==> src/pkg/pap_pkg.sv <==
// Purpose: shared constants for the parallel acquisition packer
// Assumes: one 200 MHz clock domain
// Notes: bit positions refer to the control and status words
`default_nettype none
package pap_pkg;
   localparam int PAP_SAMPLE_W = 20;
   localparam int PAP_WORD_W = 32;
   localparam int PAP_CHANNELS = 8;
   localparam int PAP_FIFO_DEPTH = 8;
   localparam int PAP_PTR_W = 3;
   localparam int PAP_COUNT_W = 4;
   // parallel control word fields
   localparam int PAP_EDGE_BIT = 29;
   localparam int PAP_SOURCE_BIT = 26;
   localparam int PAP_PAR_EN_BIT = 0;
   localparam int PAP_MODE_LSB = 1;
   // status word fields
   localparam int PAP_FILL_LSB = 28;
   localparam int PAP_OVF_LSB = 0;
   // strobe width in clock cycles
   localparam logic [1:0] PAP_STROBE_CYCLES = 2'h2;
   localparam logic [31:0] PAP_STATUS_RESET = 32'h0000_0000;
   localparam logic [31:0] PAP_WORD_RESET = 32'h0000_0000;
   typedef enum logic [1:0] {
      PAP_PACK4 = 2'h0,
      PAP_PACK3 = 2'h1,
      PAP_PACK2 = 2'h2,
      PAP_PACK1 = 2'h3
   } pap_mode_t;
endpackage : pap_pkg
`default_nettype wire

==> src/pkg/pap_word_if.sv <==
// Purpose: carrier between the packer top and its fifo
// Assumes: push is never raised while full
// Notes: flush empties the store in one cycle
`timescale 1ns/1ps
`default_nettype none
interface pap_word_if;
   import pap_pkg::*;
   logic push;
   logic [PAP_WORD_W-1:0] push_data;
   logic pop;
   logic flush;
   logic [PAP_WORD_W-1:0] head;
   logic [PAP_COUNT_W-1:0] count;
   logic full;
   logic empty;
   modport fill (output push, push_data, pop, flush, input head, count, full, empty);
   modport store (input push, push_data, pop, flush, output head, count, full, empty);
endinterface : pap_word_if
`default_nettype wire

==> src/logic/pap_fifo.sv <==
// Purpose: eight-deep word store shared by all channels
// Assumes: caller never pushes while full; a pop while empty is ignored
// Notes: flip-flop storage addressed by read and write index
`timescale 1ns/1ps
`default_nettype none
module pap_fifo
   import pap_pkg::*;
(
   input wire logic clock,
   input wire logic rst_n,
   pap_word_if.store port
);
   logic [PAP_FIFO_DEPTH-1:0][PAP_WORD_W-1:0] mem_reg, mem_next;
   logic [PAP_PTR_W-1:0] wr_reg, wr_next, rd_reg, rd_next;
   logic [PAP_COUNT_W-1:0] cnt_reg, cnt_next;
   logic do_push, do_pop;

   always_comb begin
      do_push = port.push && !port.flush;
      do_pop = port.pop && !port.flush && (cnt_reg != '0);
      mem_next = mem_reg;
      wr_next = wr_reg;
      rd_next = rd_reg;
      cnt_next = cnt_reg;
      if (port.flush) begin
         wr_next = '0;
         rd_next = '0;
         cnt_next = '0;
      end else begin
         if (do_push) begin
            mem_next[wr_reg] = port.push_data;
            wr_next = wr_reg + 3'h1;
         end
         if (do_pop) begin
            rd_next = rd_reg + 3'h1;
         end
         cnt_next = cnt_reg + {3'h0, do_push} - {3'h0, do_pop};
      end
   end

   always_ff @(posedge clock or negedge rst_n) begin
      if (!rst_n) begin
         mem_reg <= '0;
         wr_reg <= '0;
         rd_reg <= '0;
         cnt_reg <= '0;
      end else begin
         mem_reg <= mem_next;
         wr_reg <= wr_next;
         rd_reg <= rd_next;
         cnt_reg <= cnt_next;
      end
   end

   assign port.head = mem_reg[rd_reg];
   assign port.count = cnt_reg;
   assign port.full = (cnt_reg == 4'(PAP_FIFO_DEPTH));
   assign port.empty = (cnt_reg == '0);
endmodule : pap_fifo
`default_nettype wire

==> src/logic/pap_top.sv <==
// Purpose: parallel acquisition packer feeding the shared input fifo
// Assumes: serial channel words arrive on this clock; parallel pins do not
// Notes: pin inputs pass two flip-flops before the edge detector
`timescale 1ns/1ps
`default_nettype none
module pap_top
   import pap_pkg::*;
(
   input wire logic clock,
   input wire logic nrst,
   input wire logic port_global_enable,
   input wire logic global_dma_enable,
   input wire logic overflow_clear,
   input wire logic [PAP_CHANNELS-1:0] port_control_second,
   input wire logic [PAP_WORD_W-1:0] parallel_control,
   input wire logic routed_clock_in,
   input wire logic routed_hold_in,
   input wire logic [PAP_SAMPLE_W-1:0] routed_sample_in,
   input wire logic port_clock_in,
   input wire logic port_hold_in,
   input wire logic [PAP_SAMPLE_W-1:0] port_sample_in,
   input wire logic [PAP_CHANNELS-1:0] serial_word_valid,
   input wire logic [PAP_CHANNELS-1:0][PAP_WORD_W-1:0] serial_word_data,
   input wire logic core_read,
   input wire logic dma_read,
   output logic [PAP_WORD_W-1:0] fifo_read_buffer,
   output logic read_valid,
   output logic [PAP_WORD_W-1:0] interface_status,
   output logic overflow_clear_readback,
   output logic word_ready_strobe
);
   localparam int PIN_W = 2 * (PAP_SAMPLE_W + 2);

   // index of the last sample in a word for a mode (one less than samples per word)
   function automatic logic [1:0] last_index(input logic [1:0] mode);
      case (mode)
         PAP_PACK4: last_index = 2'h3;
         PAP_PACK3: last_index = 2'h2;
         PAP_PACK2: last_index = 2'h1;
         default: last_index = 2'h0;
      endcase
   endfunction : last_index

   // place one sample into the word being built
   function automatic logic [PAP_WORD_W-1:0] pack_insert(
      input logic [PAP_WORD_W-1:0] word,
      input logic [PAP_SAMPLE_W-1:0] s,
      input logic [1:0] mode,
      input logic [1:0] idx);
      logic [PAP_WORD_W-1:0] w;
      w = word;
      case (mode)
         PAP_PACK1: w = {s, 12'h000};
         PAP_PACK2: begin
            if (idx == 2'h0) w[15:0] = s[19:4];
            else w[31:16] = s[19:4];
         end
         PAP_PACK3: begin
            if (idx == 2'h0) w[9:0] = s[19:10];
            else if (idx == 2'h1) w[20:10] = s[19:9];
            else w[31:21] = s[19:9];
         end
         default: w[8*idx +: 8] = s[19:12];
      endcase
      pack_insert = w;
   endfunction : pack_insert

   // reset release synchroniser
   logic rst_meta_reg, rst_n;
   always_ff @(posedge clock or negedge nrst) begin
      if (!nrst) begin
         rst_meta_reg <= 1'b0;
         rst_n <= 1'b0;
      end else begin
         rst_meta_reg <= 1'b1;
         rst_n <= rst_meta_reg;
      end
   end

   // pin synchronisers; both sources synced, then selected
   logic [PIN_W-1:0] pin_meta_reg, pin_sync_reg, pin_raw;
   logic clk_prev_reg, clk_prev_next;
   logic acq_clk, acq_hold;
   logic [PAP_SAMPLE_W-1:0] acq_data;
   logic src_sel, edge_sel, par_en;
   logic [1:0] mode;

   assign pin_raw = {routed_clock_in, routed_hold_in, routed_sample_in,
                     port_clock_in, port_hold_in, port_sample_in};
   assign src_sel = parallel_control[PAP_SOURCE_BIT];
   assign edge_sel = parallel_control[PAP_EDGE_BIT];
   assign par_en = parallel_control[PAP_PAR_EN_BIT];
   assign mode = parallel_control[PAP_MODE_LSB +: 2];

   always_comb begin
      if (src_sel) begin
         {acq_clk, acq_hold, acq_data} = pin_sync_reg[PIN_W/2-1:0];
      end else begin
         {acq_clk, acq_hold, acq_data} = pin_sync_reg[PIN_W-1:PIN_W/2];
      end
      clk_prev_next = acq_clk;
   end

   always_ff @(posedge clock or negedge rst_n) begin
      if (!rst_n) begin
         pin_meta_reg <= '0;
         pin_sync_reg <= '0;
         clk_prev_reg <= 1'b0;
      end else begin
         pin_meta_reg <= pin_raw;
         pin_sync_reg <= pin_meta_reg;
         clk_prev_reg <= clk_prev_next;
      end
   end

   // packer state
   logic [1:0] idx_reg, idx_next, mode_reg, mode_next;
   logic [PAP_WORD_W-1:0] word_reg, word_next, pword_reg, pword_next;
   logic pvalid_reg, pvalid_next;
   logic [1:0] strobe_cnt_reg, strobe_cnt_next;
   logic strobe_reg, strobe_next;
   logic latch, run;
   logic [PAP_WORD_W-1:0] base;

   always_comb begin
      // source must change data and hold on the opposite edge
      if (edge_sel) latch = acq_clk && !clk_prev_reg;
      else latch = !acq_clk && clk_prev_reg;
      run = port_global_enable && par_en;
      idx_next = idx_reg;
      word_next = word_reg;
      pvalid_next = 1'b0;
      pword_next = pword_reg;
      mode_next = mode;
      base = (idx_reg == 2'h0) ? PAP_WORD_RESET : word_reg;
      if (!run || mode != mode_reg) begin
         idx_next = 2'h0;
         word_next = PAP_WORD_RESET;
      end else if (latch && !acq_hold) begin
         // only sample bits reach the word, all 20 in PACK1 and the upper bits otherwise; no channel code
         word_next = pack_insert(base, acq_data, mode, idx_reg);
         if (idx_reg == last_index(mode)) begin
            idx_next = 2'h0;
            pvalid_next = 1'b1;
            pword_next = word_next;
         end else begin
            idx_next = idx_reg + 2'h1;
         end
      end
      // two-cycle strobe per packed word
      strobe_cnt_next = strobe_cnt_reg;
      if (pvalid_next) strobe_cnt_next = PAP_STROBE_CYCLES;
      else if (strobe_cnt_reg != 2'h0) strobe_cnt_next = strobe_cnt_reg - 2'h1;
      strobe_next = (strobe_cnt_next != 2'h0);
   end

   always_ff @(posedge clock or negedge rst_n) begin
      if (!rst_n) begin
         idx_reg <= 2'h0;
         mode_reg <= 2'h0;
         word_reg <= PAP_WORD_RESET;
         pword_reg <= PAP_WORD_RESET;
         pvalid_reg <= 1'b0;
         strobe_cnt_reg <= 2'h0;
         strobe_reg <= 1'b0;
      end else begin
         idx_reg <= idx_next;
         mode_reg <= mode_next;
         word_reg <= word_next;
         pword_reg <= pword_next;
         pvalid_reg <= pvalid_next;
         strobe_cnt_reg <= strobe_cnt_next;
         strobe_reg <= strobe_next;
      end
   end

   // channel arrival into one-word holding slots
   pap_word_if fq();
   logic [PAP_CHANNELS-1:0] arrive, grant, drop;
   logic [PAP_CHANNELS-1:0][PAP_WORD_W-1:0] in_data;
   logic [PAP_CHANNELS-1:0] hold_v_reg, hold_v_next;
   logic [PAP_CHANNELS-1:0][PAP_WORD_W-1:0] hold_d_reg, hold_d_next;
   logic [PAP_CHANNELS-1:0] ovf_reg, ovf_next;
   logic accept;

   // global and channel enables gate capture
   assign accept = port_global_enable && global_dma_enable;

   generate
      for (genvar c = 0; c < PAP_CHANNELS; c++) begin : g_chan
         if (c == 0) begin : g_shared
            // one kind of driver per bit vector keeps strict elaborators quiet
            assign arrive[c] = (par_en ? pvalid_reg : serial_word_valid[c]) && accept
                               && port_control_second[c];
            assign in_data[c] = par_en ? pword_reg : serial_word_data[c];
         end else begin : g_serial
            assign arrive[c] = serial_word_valid[c] && accept && port_control_second[c];
            assign in_data[c] = serial_word_data[c];
         end
      end
   endgenerate

   // lowest channel first, one word into the fifo per cycle
   always_comb begin
      grant = '0;
      for (int c = 0; c < PAP_CHANNELS; c++) begin
         if (hold_v_reg[c] && grant == '0) grant[c] = 1'b1;
      end
      fq.push = (grant != '0) && !fq.full;
      fq.push_data = '0;
      for (int c = 0; c < PAP_CHANNELS; c++) begin
         if (grant[c]) fq.push_data = hold_d_reg[c];
      end
      drop = fq.full ? grant : '0;
      hold_v_next = hold_v_reg & ~grant;
      hold_d_next = hold_d_reg;
      for (int c = 0; c < PAP_CHANNELS; c++) begin
         if (arrive[c]) begin
            if (hold_v_next[c]) begin
               drop[c] = 1'b1;
            end else begin
               hold_v_next[c] = 1'b1;
               hold_d_next[c] = in_data[c];
            end
         end
      end
      if (!port_global_enable) hold_v_next = '0;
      // a new overflow beats a clear in the same cycle
      ovf_next = (ovf_reg & ~{PAP_CHANNELS{overflow_clear}}) | drop;
   end

   // fifo drain and status
   logic [PAP_WORD_W-1:0] rbuf_reg, rbuf_next, stat_reg, stat_next;
   logic rvalid_reg, rvalid_next;

   always_comb begin
      fq.flush = !port_global_enable;
      // core read drains, dma read drains only while global_dma_enable is set
      fq.pop = (core_read || (dma_read && global_dma_enable)) && !fq.empty;
      rvalid_next = fq.pop;
      rbuf_next = fq.pop ? fq.head : rbuf_reg;
      stat_next = PAP_STATUS_RESET;
      stat_next[PAP_FILL_LSB +: PAP_COUNT_W] = fq.count;
      stat_next[PAP_OVF_LSB +: PAP_CHANNELS] = ovf_reg;
   end

   always_ff @(posedge clock or negedge rst_n) begin
      if (!rst_n) begin
         hold_v_reg <= '0;
         hold_d_reg <= '0;
         ovf_reg <= '0;
         rbuf_reg <= PAP_WORD_RESET;
         rvalid_reg <= 1'b0;
         stat_reg <= PAP_STATUS_RESET;
      end else begin
         hold_v_reg <= hold_v_next;
         hold_d_reg <= hold_d_next;
         ovf_reg <= ovf_next;
         rbuf_reg <= rbuf_next;
         rvalid_reg <= rvalid_next;
         stat_reg <= stat_next;
      end
   end

   pap_fifo u_fifo (
      .clock(clock),
      .rst_n(rst_n),
      .port(fq.store)
   );

   // write-only bit has no storage; read side is a constant flop
   logic clr_rb_reg;
   always_ff @(posedge clock or negedge rst_n) begin
      if (!rst_n) clr_rb_reg <= 1'b0;
      else clr_rb_reg <= 1'b0;
   end

   assign fifo_read_buffer = rbuf_reg;
   assign read_valid = rvalid_reg;
   assign interface_status = stat_reg;
   assign overflow_clear_readback = clr_rb_reg;
   assign word_ready_strobe = strobe_reg;
endmodule : pap_top
`default_nettype wire

==> config.mk <==
export PLATFORM = sky130hd
export DESIGN_NAME = pap_top
export DESIGN_NICKNAME = d
export VERILOG_FILES = /design/src/pkg/pap_pkg.sv /design/src/pkg/pap_word_if.sv /design/src/logic/pap_fifo.sv /design/src/logic/pap_top.sv
export SDC_FILE = /design/constraint.sdc
export NUM_CORES = 1
export LEC_CHECK = 0
export ABC_AREA = 1
export CORE_ASPECT_RATIO = 0.8
export CORE_MARGIN = 2
export CORE_UTILIZATION = 54
export DETAILED_ROUTE_END_ITERATION = 10
export DONT_BUFFER_PORTS = 1
export PLACE_DENSITY_LB_ADDON = 0.3
export SYNTH_ARGS = -nofsm -noshare
export SYNTH_HDL_FRONTEND = slang
export SYNTH_SLANG_ARGS = --single-unit
==> constraint.sdc <==
create_clock -name clock -period 65.4 [get_ports clock]
set_input_delay 13.08 -clock clock [delete_from_list [all_inputs] [get_ports clock]]
set_output_delay 13.08 -clock clock [all_outputs]
set_load 0.02 [all_outputs]
==> metrics <==
drt first pass iters 7; RSZ-0062 raised after global routing false; CTS tree yes; I/O pins 422; Crit. End Element flop; Distinct cells, synth 40; Rows 81; most common cell in the synthesized netlist nand2_1; worst hold stages 0; number of flops mapped to enable cells by yosys 0; Power, Total 1.29 mW; RR Endpoint u_fifo.mem_reg[138]; nets 4381; WP data required 65910 ps; GR peak layer met1; reg2reg start rst_n; layout cell share with drive strength beyond 1 0.0631; CTS root buf clkbuf_16; Hold Vio Cnt, Final 0; first-pass GRT wire length 158 mm; Adder-Cell Fraction of Synth Area 0.00578; Area Overhead vs Synth 8.69%; met1 Usage GRT 0.474; critical path type in2reg; Post-CTS Resized 0; CP top delay family buffers and inverters; most frequent CP cell nand2_1; Lkg Pwr 19.3 nW; GR Util met3 0.0669; vias 28100; CP Max Fanout 33; synth cell count leaders nand2_1, dfrtp_1, nor2_1, o21ai_0, inv_1; GRT Total Usage 0.320; ANT nets after route 0; post-synthesis sequential area ratio 0.553; largest net degree at the start of global routing 173; status finished, final reports clean; instance count on the critical path 9; CTS sink count 746; cell count after synthesis 4117; Synth Register Bits 746; post-layout min period 14780 ps; Max Slew Vio Count 0; post-synthesis compound-gate area fraction 0.0855; critical path's slowest cell inv_1; Layout Skew 30.4 ps; worst setup path endpoint hold_d_reg[244]; clock-pin slew on the worst setup and hold paths 60 ps; Synth Area in XOR/XNOR 0.00104; Worst Max-Slew Pin Slew 1170 ps; final setup violation count 0; cts hold-fix bufs 0; DIE WIDTH 284 um; Ys Warns 0; ys async rst share 1.00; # port buffers 0; gr ovfl total 0; Clock Tree Buf Depth 3; TritonCTS Buffers 74; peak supply drop 34.5 uV; gpl congestion 0.952; antenna violations before repair 5; Largest stage delay, worst path 450 ps; WP data arrival 15290 ps; H-tree Lvls 3; fin crit share 0.226; critical path cell sequence nand2_1 -> inv_1 -> nand3_1 -> inv_1 -> buf_4 -> nand2_1 -> buf_4 -> nand2_1 -> nand2_1; vias per cell 5.73; Post-Synth Simple-Gate Area 0.273; initial core utilization 0.549; fmax 67.7 MHz; Cell Area, Synth 33800 um2; mux cell area share after synthesis 0.0211; clk_lat worst skew 640 ps; P per Cell Area 35.2 nW/um2; area leader, netlist dfrtp_1; max-cap violations 0; synth top area cells dfrtp_1, nand2_1, nor2_1, o21ai_0, nand3_1; setup bufs post-CTS 0; worst relative slew slack 0.221; DP HPWL 66.3 mm; worst hold path type reg2reg; Routed Wire Length 103 mm; worst path buffer plus inverter count 4; via count of the first global-routing pass 26500; crit path launch port_global_enable; met2 usage 0.469; top cell type's share of synthesized area 0.553; DR iter-0 viols 3311; wire per inst 21.0 um; R2R Setup Slk 61460 ps; Critical Path Start Type primary input; Worst R2R Path Depth 4; ys flop type dfrtp_1; Filler cells 5461; largest family of logic cells by synthesized area simple AND/OR/NAND/NOR gates; Die Y 228 um; sum of negative setup slack 0 ps; core area 61500 um2; Avg Cell Area, Syn 8.20 um2; die area 64600 um2; Residual DRC 0
per-stage QoR:
step / instances / instance area [um2] / setup slack [ps] / hold slack (ps) / utilization
after floorplan: 4137 / 33800 / 43070 / 331 / -
after global placement: 4765 / 34200 / 50120 / 332 / 0.555
after detailed placement: 4765 / 34200 / 50060 / 335 / 0.555
after CTS: 4901 / 36700 / 50700 / 349 / 0.596
after global routing: 4904 / 36700 / 50530 / 353 / 0.597
final: 4905 / 36700 / 50620 / 347 / 0.597
worst reg2reg max path, stage by stage, from the launching register on:
cell     delay (ps)
dfrtp_4         930
buf_4           730
buf_4           740
buf_12          670
buf_4           900
cell usage in the layout (no fill, tap or decap), types with 4 or more instances in the layout:
cell type and count:
nor2_4 9, clkinv_1 6, ha_1 14, o22ai_1 16, mux2_2 34, nand3_2 29
mux2i_1 33, conb_1 22, buf_4 49, nor2_1 398, nand3_1 186, o21ai_0 279
dfrtp_1 744, o221ai_1 57, inv_2 5, clkbuf_8 15, nand2_1 1589, bufinv_16 6
inv_1 230, clkbuf_16 76, clkinv_2 6, clkbuf_1 21, diode_2 4, o211ai_1 20
o21ai_1 9, a21oi_1 130, clkinv_4 4, nand4_1 47
worst min-delay path by stage:
stage | startpoint | to | slack, ps
finish | pin_meta_reg[35] | pin_sync_reg[35] | 350
global route | pin_meta_reg[35] | pin_sync_reg[35] | 350
CTS | pin_meta_reg[35] | pin_sync_reg[35] | 350
detailed placement | pin_meta_reg[16] | pin_sync_reg[16] | 330
global placement | pin_meta_reg[9] | pin_sync_reg[9] | 330
floorplan | pin_meta_reg[0] | pin_sync_reg[0] | 330
logic make-up (layout without fill, tap and decap cells):
family	count (synthesis)	after routing
buf+inv	493	427
flops	746	746
mux	67	67
xor+xnor	4	4
compound gates	517	517
other cells	2	26
simple gates	2273	2273
fa+ha+maj	15	15
layer usage:
metal	up-vias	routed length, um
met5	-	13
met4	2	3520
met3	208	11200
met1	13500	44400
li1	12800	-
met2	1492	44000
power by group:
group / leakage, nW / internal, mW / switching [mW]
clock network: 1.22 / 0.257 / 0.188
logic: 8.55 / 0.0791 / 0.172
registers: 9.58 / 0.538 / 0.0566
layout make-up:
| type | instances | area, um2 | share of cell area |
|---|---|---|---|
| sequential | 746 | 18700 | 0.509 |
| multi-input combinational | 2898 | 13200 | 0.359 |
| clock buffer | 112 | 2190 | 0.0596 |
| tap | 830 | 1040 | 0.0283 |
| inverter | 241 | 905 | 0.0246 |
| timing repair buffer | 50 | 388 | 0.0106 |
| clock inverter | 24 | 334 | 0.00910 |
| antenna | 4 | 10.0 | 0.000273 |
Power figures use the tool's default switching activity.
